==> src/verilog/amsq_params.svh <==
// Constants of the serial mode sequencer: frame lengths, field positions,
// register offsets and reset values. Included by bare name by design files.
`ifndef AMSQ_PARAMS_SVH
`define AMSQ_PARAMS_SVH
// Frame shape in serial clocks
`define AMSQ_CTRL_BITS  8
`define AMSQ_RES_BITS   16
`define AMSQ_SHORT_PER  24
`define AMSQ_LONG_PER   32
// Acquisition ends on this falling edge after the start bit
`define AMSQ_ACQ_SHORT  6
`define AMSQ_ACQ_LONG   14
`define AMSQ_START_SEED 8'h01
// Bit positions in the complete control byte
`define AMSQ_POS_UNI    6
`define AMSQ_POS_CLK    5
`define AMSQ_POS_M1     4
`define AMSQ_POS_M0     3
// Bit positions in the partial byte at the sixth falling edge
`define AMSQ_ACQ_UNI    4
`define AMSQ_ACQ_M1     2
`define AMSQ_ACQ_M0     1
// Register byte offsets
`define AMSQ_REG_CTRL   5'h00
`define AMSQ_REG_STAT   5'h04
`define AMSQ_REG_IRQST  5'h08
`define AMSQ_REG_IRQMSK 5'h0c
`define AMSQ_REG_RESULT 5'h10
// Reset values
`define AMSQ_CTRL_RST   1'b1
`define AMSQ_PIN_RST    5'h1a
// Event bit positions
`define AMSQ_EV_CONV    0
`define AMSQ_EV_CALDONE 1
`define AMSQ_EV_ABORT   2
`define AMSQ_EV_POWER_DOWN_PIN_N    3
`endif

==> src/verilog/amsq_pkg.sv <==
// Types of the serial mode sequencer.
// Assumes amsq_params.svh holds the frame, field and register constants.
package amsq_pkg;
  // One-hot sequencer states
  typedef enum logic [5:0] {
    ST_IDLE = 6'h01,
    ST_RECV = 6'h02,
    ST_CONV = 6'h04,
    ST_OUT  = 6'h08,
    ST_CAL  = 6'h10,
    ST_POWER_DOWN_PIN_N = 6'h20
  } amsq_state_t;

  // Fields latched from a control byte
  typedef struct packed {
    logic       polarity_select;
    logic       ext_clk;
    logic       mode_select_high;
    logic       mode_select_low;
    logic [2:0] user_out;
  } amsq_ctrl_t;

  // Pins after synchronisation
  typedef struct packed {
    logic rst_pin_n;
    logic pdn_n;
    logic din;
    logic cs_n;
    logic sclk;
  } amsq_pins_t;
endpackage

==> src/verilog/amsq_sync.sv <==
// Two-stage synchroniser for a group of asynchronous pins.
// Assumes a synchronous active-low reset on the sampling clock.
module amsq_sync #(
  parameter int unsigned   W       = 5,
  parameter logic [W-1:0]  RST_VAL = '0
) (
  input  logic         clk_sys_i,
  input  logic         rst_n_i,
  input  logic [W-1:0] async_i,
  output logic [W-1:0] sync_o
);
  logic [W-1:0] meta_reg;
  logic [W-1:0] sync_reg;

  // First stage feeds only the second one
  always_ff @(posedge clk_sys_i) begin
    if (!rst_n_i) begin
      meta_reg <= RST_VAL;
      sync_reg <= RST_VAL;
    end else begin
      meta_reg <= async_i;
      sync_reg <= meta_reg;
    end
  end

  assign sync_o = sync_reg;
endmodule

==> src/verilog/amsq_top.sv <==
// Serial control and mode sequencer of a sampling converter, Avalon-MM regs.
// Assumes serial pins come from another domain; sample_data_i from core.
//
// Function
// - A short conversion fits three byte transfers: control byte, then two result bytes; a long one takes four.
// - Link is full duplex: bits shift in and out on the same clock.
// - Mode 00: acquisition 5.5 clocks, conversion period 24 clocks.
// - Mode 11: acquisition 13.5 clocks, conversion period 32 clocks.
// - Mode 01 starts a calibration instead of a conversion.
// - Calibration lasts about 80,000 clocks unless aborted.
// - Reset pin low, shutdown pin low or new start bit abort calibration.
// - Mode 10 finishes the current conversion, then powers down.
// - A new start bit wakes the device from software shutdown.
// - Mode 10 conversions reuse the previous acquisition length.
// - Shutdown entered by shutdown pin low or by software request.
// - Calibration survives shutdown.
// - First high bit clocked in is the start bit of the control word.
// - Result goes out MSB first, binary unipolar, two's complement bipolar.
// - Calibration strobe: internal low then high; external high then low.
// - After reset user outputs low, bipolar mode, internal clock.
`include "amsq_params.svh"
module amsq_top #(
  parameter int unsigned CAL_CYCLES = 80000,
  parameter int unsigned INT_DIV    = 40
) (
  input  logic        clk_sys_i,
  input  logic        rst_n_i,
  input  logic [4:0]  avs_address_i,
  input  logic        avs_read_i,
  input  logic        avs_write_i,
  input  logic [31:0] avs_writedata_i,
  input  logic [3:0]  avs_byteenable_i,
  output logic [31:0] avs_readdata_o,
  output logic        avs_waitrequest_o,
  output logic        irq_o,
  input  logic        sclk_i,
  input  logic        cs_n_i,
  input  logic        din_i,
  output logic        dout_o,
  input  logic        power_down_pin_n_i,
  input  logic        reset_pin_n_i,
  input  logic [15:0] sample_data_i,
  output logic        sample_hold_o,
  output logic        progress_strobe_out_o,
  output logic        user_logic_out_0_o,
  output logic        user_logic_out_1_o,
  output logic        user_logic_out_2_o
);
  localparam int unsigned CW = $clog2(CAL_CYCLES);
  localparam int unsigned DW = $clog2(INT_DIV);

  amsq_pkg::amsq_state_t st_reg;
  amsq_pkg::amsq_ctrl_t  ctrl_reg;
  amsq_pkg::amsq_pins_t  pin_s;
  logic [7:0]    shreg_reg;
  logic [5:0]    cnt_reg;
  logic [3:0]    out_cnt_reg;
  logic [15:0]   out_sh_reg;
  logic [15:0]   res_reg;
  logic [CW-1:0] cal_cnt_reg;
  logic [DW-1:0] div_reg;
  logic          int_tick_reg;
  logic          sclk_d_reg;
  logic          acq_long_reg;
  logic          power_down_pin_n_pend_reg;
  logic          power_down_pin_n_sw_reg;
  logic          cal_valid_reg;
  logic          strobe_reg;
  logic          hold_reg;
  logic [3:0]    evt_reg;
  logic [3:0]    irq_st_reg;
  logic [3:0]    irq_msk_reg;
  logic          irq_reg;
  logic          link_en_reg;
  logic          waitreq_reg;
  logic [31:0]   rdata_reg;

  // Pins cross into the system clock before anything looks at them
  amsq_sync #(
    .W       (5),
    .RST_VAL (`AMSQ_PIN_RST)
  ) u_sync (
    .clk_sys_i (clk_sys_i),
    .rst_n_i   (rst_n_i),
    .async_i   ({reset_pin_n_i, power_down_pin_n_i, din_i, cs_n_i, sclk_i}),
    .sync_o    (pin_s)
  );

  // Serial clock edges, found on the synchronised level
  wire sclk_rise = pin_s.sclk & ~sclk_d_reg;
  wire sclk_fall = ~pin_s.sclk & sclk_d_reg;
  wire pdn_s     = pin_s.pdn_n;
  wire rstpin_s  = pin_s.rst_pin_n;
  wire in_recv   = (st_reg == amsq_pkg::ST_RECV);
  wire in_cal    = (st_reg == amsq_pkg::ST_CAL);

  // Start bit: first high data bit with select low, outside a control byte
  wire start_evt = sclk_rise & ~pin_s.cs_n & pin_s.din & ~in_recv & link_en_reg;

  // Conversion and calibration tick: serial clock or internal divider
  wire conv_tick = ctrl_reg.ext_clk ? sclk_fall : int_tick_reg;

  // Mode as seen at the end of acquisition in a short frame
  wire acq_m1    = shreg_reg[`AMSQ_ACQ_M1];
  wire acq_m0    = shreg_reg[`AMSQ_ACQ_M0];
  wire acq_cal   = ~acq_m1 & acq_m0;
  wire long_now  = acq_m1 & (acq_m0 | acq_long_reg);

  // Mode as seen in the complete control byte
  wire byte_m1   = shreg_reg[`AMSQ_POS_M1];
  wire byte_m0   = shreg_reg[`AMSQ_POS_M0];
  wire byte_cal  = ~byte_m1 & byte_m0;
  wire byte_ext  = shreg_reg[`AMSQ_POS_CLK];

  // Output coding: core delivers offset binary
  wire [15:0] code_bip = {~sample_data_i[15], sample_data_i[14:0]};
  wire        uni_acq  = shreg_reg[`AMSQ_ACQ_UNI];

  // Frame positions
  wire at_acq_s  = cnt_reg == 6'(`AMSQ_ACQ_SHORT - 1);
  wire at_acq_l  = cnt_reg == 6'(`AMSQ_ACQ_LONG - 1);
  wire at_byte   = cnt_reg == 6'(`AMSQ_CTRL_BITS - 1);
  wire at_conv_l = cnt_reg == 6'(`AMSQ_LONG_PER - `AMSQ_RES_BITS - 1);
  wire at_cal    = cal_cnt_reg == CW'(CAL_CYCLES - 1);
  wire at_last   = out_cnt_reg == 4'(`AMSQ_RES_BITS - 1);

  // Internal conversion clock as a one-cycle enable
  always_ff @(posedge clk_sys_i) begin
    if (!rst_n_i || div_reg == DW'(INT_DIV - 1)) begin
      div_reg <= '0;
    end else begin
      div_reg <= div_reg + 1'b1;
    end
  end

  always_ff @(posedge clk_sys_i) begin
    if (!rst_n_i) begin
      int_tick_reg <= 1'b0;
      sclk_d_reg   <= 1'b0;
    end else begin
      int_tick_reg <= (div_reg == DW'(INT_DIV - 1));
      sclk_d_reg   <= pin_s.sclk;
    end
  end

  // Main sequencer. The reset pin acts like the system reset on control
  // state; the interrupt registers only clear on the system reset.
  always_ff @(posedge clk_sys_i) begin
    evt_reg  <= '0;
    hold_reg <= 1'b0;
    if (!rst_n_i || !rstpin_s) begin
      st_reg        <= amsq_pkg::ST_IDLE;
      ctrl_reg      <= '0;
      shreg_reg     <= '0;
      cnt_reg       <= '0;
      out_cnt_reg   <= '0;
      out_sh_reg    <= '0;
      acq_long_reg  <= 1'b0;
      power_down_pin_n_pend_reg <= 1'b0;
      power_down_pin_n_sw_reg   <= 1'b0;
      cal_valid_reg <= 1'b0;
      cal_cnt_reg   <= '0;
      strobe_reg    <= 1'b0;
      if (rst_n_i && in_cal) begin
        evt_reg[`AMSQ_EV_ABORT] <= 1'b1;
      end
    end else if (!pdn_s) begin
      // Pin shutdown wins over everything but reset
      if (st_reg != amsq_pkg::ST_POWER_DOWN_PIN_N) begin
        evt_reg[`AMSQ_EV_POWER_DOWN_PIN_N] <= 1'b1;
      end
      if (in_cal) begin
        evt_reg[`AMSQ_EV_ABORT] <= 1'b1;
      end
      st_reg      <= amsq_pkg::ST_POWER_DOWN_PIN_N;
      power_down_pin_n_sw_reg <= 1'b0;
    end else if (start_evt) begin
      // New control byte; aborts calibration, wakes from shutdown
      if (in_cal) begin
        evt_reg[`AMSQ_EV_ABORT] <= 1'b1;
      end
      st_reg      <= amsq_pkg::ST_RECV;
      shreg_reg   <= `AMSQ_START_SEED;
      cnt_reg     <= '0;
      strobe_reg  <= 1'b0;
      power_down_pin_n_sw_reg <= 1'b0;
    end else begin
      case (st_reg)
        amsq_pkg::ST_IDLE: begin
          cnt_reg <= '0;
        end
        amsq_pkg::ST_RECV: begin
          if (pin_s.cs_n) begin
            st_reg <= amsq_pkg::ST_IDLE;
          end else if (sclk_rise) begin
            shreg_reg <= {shreg_reg[6:0], pin_s.din};
          end else if (sclk_fall) begin
            cnt_reg <= cnt_reg + 1'b1;
            if (at_acq_s) begin
              // A calibration frame keeps the length that mode 10 reuses
              acq_long_reg <= acq_cal ? acq_long_reg : long_now;
              if (!long_now && !acq_cal) begin
                out_sh_reg <= uni_acq ? sample_data_i : code_bip;
                res_reg    <= uni_acq ? sample_data_i : code_bip;
                hold_reg   <= 1'b1;
              end
            end
            if (at_byte) begin
              ctrl_reg    <= amsq_pkg::amsq_ctrl_t'(shreg_reg[6:0]);
              out_cnt_reg <= '0;
              if (byte_cal) begin
                st_reg        <= amsq_pkg::ST_CAL;
                cal_cnt_reg   <= '0;
                cal_valid_reg <= 1'b0;
                strobe_reg    <= byte_ext;
              end else begin
                power_down_pin_n_pend_reg <= byte_m1 & ~byte_m0;
                if (acq_long_reg) begin
                  st_reg <= amsq_pkg::ST_CONV;
                end else begin
                  st_reg                 <= amsq_pkg::ST_OUT;
                  strobe_reg             <= 1'b1;
                  evt_reg[`AMSQ_EV_CONV] <= 1'b1;
                end
              end
            end
          end
        end
        amsq_pkg::ST_CONV: begin
          if (conv_tick) begin
            cnt_reg <= cnt_reg + 1'b1;
            if (at_acq_l) begin
              out_sh_reg <= ctrl_reg.polarity_select ? sample_data_i : code_bip;
              res_reg    <= ctrl_reg.polarity_select ? sample_data_i : code_bip;
              hold_reg   <= 1'b1;
            end
            if (at_conv_l) begin
              st_reg                 <= amsq_pkg::ST_OUT;
              strobe_reg             <= 1'b1;
              evt_reg[`AMSQ_EV_CONV] <= 1'b1;
            end
          end
        end
        amsq_pkg::ST_OUT: begin
          // Result shifts out while the host shifts dummy bits in
          if (sclk_fall) begin
            out_sh_reg  <= {out_sh_reg[14:0], 1'b0};
            out_cnt_reg <= out_cnt_reg + 1'b1;
            if (ctrl_reg.ext_clk) begin
              strobe_reg <= 1'b0;
            end
            if (at_last) begin
              if (power_down_pin_n_pend_reg) begin
                st_reg                 <= amsq_pkg::ST_POWER_DOWN_PIN_N;
                power_down_pin_n_sw_reg            <= 1'b1;
                evt_reg[`AMSQ_EV_POWER_DOWN_PIN_N] <= 1'b1;
              end else begin
                st_reg <= amsq_pkg::ST_IDLE;
              end
            end
          end
        end
        amsq_pkg::ST_CAL: begin
          if (conv_tick) begin
            cal_cnt_reg <= cal_cnt_reg + 1'b1;
            if (at_cal) begin
              st_reg                    <= amsq_pkg::ST_IDLE;
              cal_valid_reg             <= 1'b1;
              strobe_reg                <= ~ctrl_reg.ext_clk;
              evt_reg[`AMSQ_EV_CALDONE] <= 1'b1;
            end
          end
        end
        amsq_pkg::ST_POWER_DOWN_PIN_N: begin
          // Pin shutdown ends when the pin rises; software waits for a start
          if (!power_down_pin_n_sw_reg) begin
            st_reg <= amsq_pkg::ST_IDLE;
          end
        end
        default: begin
          st_reg <= amsq_pkg::ST_IDLE;
        end
      endcase
    end
  end

  // Bus decode; one wait state on every access
  wire        bus_req = avs_read_i | avs_write_i;
  wire        wr_acc  = avs_write_i & ~waitreq_reg & avs_byteenable_i[0];
  wire        sel_ctl = avs_address_i == `AMSQ_REG_CTRL;
  wire        sel_sta = avs_address_i == `AMSQ_REG_STAT;
  wire        sel_ist = avs_address_i == `AMSQ_REG_IRQST;
  wire        sel_msk = avs_address_i == `AMSQ_REG_IRQMSK;
  wire        sel_res = avs_address_i == `AMSQ_REG_RESULT;
  wire [31:0] stat_w  = {19'h0, strobe_reg, ctrl_reg.user_out, ctrl_reg.ext_clk,
                         ctrl_reg.polarity_select, cal_valid_reg, st_reg};
  wire [31:0] rd_mux  = sel_ctl ? {31'h0, link_en_reg} :
                        sel_sta ? stat_w :
                        sel_ist ? {28'h0, irq_st_reg} :
                        sel_msk ? {28'h0, irq_msk_reg} :
                        sel_res ? {16'h0, res_reg} : 32'h0;

  // An event in the clearing cycle survives the clear
  wire [3:0] irq_clr     = (wr_acc && sel_ist) ? avs_writedata_i[3:0] : 4'h0;
  wire [3:0] irq_st_next = (irq_st_reg & ~irq_clr) | evt_reg;

  always_ff @(posedge clk_sys_i) begin
    if (!rst_n_i) begin
      waitreq_reg <= 1'b1;
      rdata_reg   <= '0;
    end else begin
      waitreq_reg <= ~(bus_req & waitreq_reg);
      if (bus_req && waitreq_reg) begin
        rdata_reg <= rd_mux;
      end
    end
  end

  always_ff @(posedge clk_sys_i) begin
    if (!rst_n_i) begin
      link_en_reg <= `AMSQ_CTRL_RST;
      irq_msk_reg <= '0;
    end else if (wr_acc) begin
      if (sel_ctl) begin
        link_en_reg <= avs_writedata_i[0];
      end
      if (sel_msk) begin
        irq_msk_reg <= avs_writedata_i[3:0];
      end
    end
  end

  // Level interrupt, one cycle behind the status register
  always_ff @(posedge clk_sys_i) begin
    if (!rst_n_i) begin
      irq_st_reg <= '0;
      irq_reg    <= 1'b0;
    end else begin
      irq_st_reg <= irq_st_next;
      irq_reg    <= |(irq_st_reg & irq_msk_reg);
    end
  end

  assign avs_readdata_o        = rdata_reg;
  assign avs_waitrequest_o     = waitreq_reg;
  assign irq_o                 = irq_reg;
  assign dout_o                = out_sh_reg[15];
  assign sample_hold_o         = hold_reg;
  assign progress_strobe_out_o = strobe_reg;
  assign user_logic_out_0_o    = ctrl_reg.user_out[0];
  assign user_logic_out_1_o    = ctrl_reg.user_out[1];
  assign user_logic_out_2_o    = ctrl_reg.user_out[2];

  wire quiet = rstpin_s & pdn_s & ~start_evt;
endmodule

==> config.mk <==
export PLATFORM = sky130hd
export DESIGN_NAME = amsq_top
export DESIGN_NICKNAME = d
export VERILOG_FILES = /design/src/verilog/amsq_pkg.sv /design/src/verilog/amsq_sync.sv /design/src/verilog/amsq_top.sv
export VERILOG_INCLUDE_DIRS = /design/src /design/src/verilog
export SDC_FILE = /design/constraint.sdc
export NUM_CORES = 1
export LEC_CHECK = 0
export BUFFER_PORTS_ARGS = -buffer_cell sky130_fd_sc_hd__buf_4
export CAP_MARGIN = 15
export CORE_MARGIN = 2
export CORE_UTILIZATION = 60
export DETAILED_ROUTE_END_ITERATION = 10
export PLACE_DENSITY_LB_ADDON = 0.3
export SKIP_LAST_GASP = 1
export SLEW_MARGIN = 30
export SYNTH_ARGS = -nofsm -noshare
export SYNTH_HDL_FRONTEND = slang
export SYNTH_SLANG_ARGS = --single-unit
==> constraint.sdc <==
create_clock -name clk_sys_i -period 4.9 [get_ports clk_sys_i]
set_input_delay 0.98 -clock clk_sys_i [delete_from_list [all_inputs] [get_ports clk_sys_i]]
set_output_delay 0.98 -clock clk_sys_i [all_outputs]
set_load 0.01 [all_outputs]
==> reports/qor.csv <==
metric;value;unit
switching fraction of total power;24.0;%
Routed WL per cell;17.3;µm
clock period minus worst slack;2.69;ns
Die Y-Extent;104;µm
Final setup viols;0;
max reg flops;17;
critical path capture point type;register;
layout cells sized above 1;16.1;%
Slowest-stage cell, CP;or3b_2;
DR pass1 iterations;5;
Worst-Margin Slew;0.811;ns
core footprint;9770;µm²
met3 GRT Util;6.27;%
Buffers on Ports;58;
CP max stage delay;0.54;ns
synth unique cells;69;
outcome;finished, final reports clean;
Initial DRC Count;398;
P_int;0.00180;W
routability cong.;0.942;
DRT Wirelength;14.8;mm
clock share of power;47.2;%
antenna cells;0;
Rel. slew slack;45.9;%
filler instances;749;
Multi-input gate area;2960;µm²
overall routing resource usage;28.1;%
vias per inst;6.04;
# hold bufs at CTS;0;
Post-CTS Repair Setup Buffers;0;
flops & latches, synth;132;
worst ir drop on vdd;335;µV
Layout Nets;778;
root buf cell;clkbuf_8;
Top delay family on crit path;simple AND/OR/NAND/NOR gates;
skew final;0.00725;ns
Achievable Freq;372;MHz
Initial Utilization;61.6;%
setup TNS;0;ns
DP HPWL;10.3;mm
PwrDens;340;nW/µm²
via count;5156;
WHS;0.421;ns
post-synthesis async set-or-reset flop share;0;%
register-to-register path setup slack;2.21;ns
first-pass GRT wire length;24.1;mm
HP Class;reg -> reg;
DRC;0;
Cell Area, Synth;6020;µm²
worst path bufs/invs;0;
yosys warns;0;
crit path cell chain;ha_1 -> or3b_2 -> a211oi_1 -> a21oi_1 -> or3_1 -> nor2_1 -> mux2i_1;
Post-synth EDFFs;16;
P&R area growth vs syn;15.8;%
met1 Use GR;36.0;%
initial antenna violation count;0;
TritonCTS buffer count;17;
Die Span X;104;µm
Hold Vio Cnt, Final;0;
post-synthesis sequential area ratio;46.5;%
combinational fraction of design power;5.5;%
critical path arrival;3.15;ns
grt total ovfl;0;
full die area;10900;µm²
number of global-route vias before repair;4870;
final worst path period share;54.9;%
clock sink count;132;
worst path required time;5.36;ns
htree depth;4;
Max-Cap Viols;0;
Leak Pwr;2.68;nW
Avg Synthesized Cell Area;9.11;µm²
Post-Synthesis Cells;661;
register clock-pin slew on the reported worst setup and hold paths;0.06;ns
# resized after CTS;0;
Max Slew Vio Count;0;
Crit Path Max Fanout;7;
row count;36;
sequential fraction of design power;47.3;%
Startpoint Class;register;
largest net degree at the start of global routing;35;
GR Layer Usage met2;44.8;%
worst skew pair latency;0.52;ns
crit path kind;reg -> reg;
top_reg_cell synth;dfxtp_1;
number of nets with antenna violations after routing;0;
Top Usage Layer GRT;met2;
Clock Path Buffers;2;
Psw;0.000570;W
Boundary Pins;106;
RSZ-0062 raised after global routing;no;
TritonCTS clock tree;done;
sequential cell area;2800;µm²
## power groups by stage
stage               logic (W)  registers [W]  clock network, W
global route         0.000142        0.00112           0.00119
detailed placement   0.000127        0.00114                 0
finish               0.000130        0.00112           0.00112
floorplan           0.0000825        0.00114                 0
CTS                  0.000129        0.00112           0.00113
global placement     0.000123        0.00114                 0
## layout make-up
cell class / instances / area share (%)
Clock inverter: 14 / 1.47
Sequential cell: 132 / 40.2
Timing Repair Buffer: 62 / 6.67
Clock buffer: 18 / 6.14
Inverter: 12 / 0.646
Tap cell: 133 / 2.39
Multi-Input combinational cell: 482 / 42.5
## path summary, 6_finish.rpt
path | start | endpoint | cells after the start
hold reg to reg | u_sync.meta_reg[1] | u_sync.sync_o[1] | 1
hold / removal | u_sync.meta_reg[1] | u_sync.sync_o[1] | 1
setup / recovery | cnt_reg[0] | st_reg[4] | 7
setup reg to reg | cnt_reg[0] | st_reg[4] | 7
## stage by stage
stage | total power (W) | worst slack, ns | std cells | cell area, µm² | utilization [%]
2_1_floorplan | 0.00122 | 2.27 | 676 | 6080 | -
3_3_place_gp | 0.00127 | 2.09 | 821 | 6440 | 65.9
3_5_place_dp | 0.00127 | 1.99 | 821 | 6440 | 65.9
4_1_cts | 0.00238 | 2.01 | 853 | 6970 | 71.3
5_1_grt | 0.00245 | 2.07 | 853 | 6970 | 71.4
6_report | 0.00237 | 2.21 | 853 | 6970 | 71.4
## cell usage after synthesis, types with 5 or more instances
cell      number  area share, %
clkbuf_1      24            1.5
nor2b_1        9           0.93
edfxtp_1      16            8.0
nand2b_1       9           0.93
o211ai_1       5           0.62
or3_1          5           0.52
inv_1         11           0.69
mux2i_1       21            3.5
buf_2          5           0.42
nor2_1        85            5.3
o21ai_0       12            1.0
and2_1         9           0.93
a21boi_0       6           0.75
and3_1         9           0.93
nand2_1       67            4.2
nor4_1        10            1.0
nand4_1       13            1.4
xnor2_1       22            3.2
a21oi_1       31            2.6
buf_4         18            2.2
dfxtp_1      116             39
a221oi_1      10            1.5
a211oi_1      18            2.2
nor3_1        20            1.7
nand3_1       21            1.7
ha_1           5            1.0
a22oi_1        9            1.1
## worst register-to-register path: stages, from the launching register on
cell and delay, ns:
dfxtp_1 0.47, ha_1 0.25, or3b_2 0.54, a211oi_1 0.35, a21oi_1 0.14, or3_1 0.44
nor2_1 0.24, mux2i_1 0.21
## metal layers
| metal | routed length (µm) | part of all wire (%) |
|---|---|---|
| met3 | 957 | 6.5 |
| met1 | 6310 | 43 |
| met2 | 7090 | 48 |
| met5 | 0 | 0 |
| met4 | 438 | 3.0 |
## cells by family (layout without fill, tap and decap cells)
kind of cell    count (synthesis)  count (layout)  synth area share (%)
xor+xnor                       24              24                  3.49
simple gates                  291             291                  25.0
flops                         132             132                  46.5
compound gates                125             125                  14.9
buf+inv                        62             106                  5.46
other cells                     1              16                0.0623
fa+ha+maj                       5               5                  1.04
mux                            21              21                  3.49
## cell usage in the layout, fill, tap and decap left out, drive strengths merged, types with 18 or more instances in the layout
cell | synthesis | routed
nand2 | 68 | 68
nor2 | 86 | 86
nor3 | 21 | 21
a211oi | 18 | 18
buf | 26 | 62
mux2i | 21 | 21
nand3 | 21 | 21
xnor2 | 22 | 22
dfxtp | 116 | 116
a21oi | 32 | 32
clkbuf | 24 | 18
(Power assumes the default switching activity.)
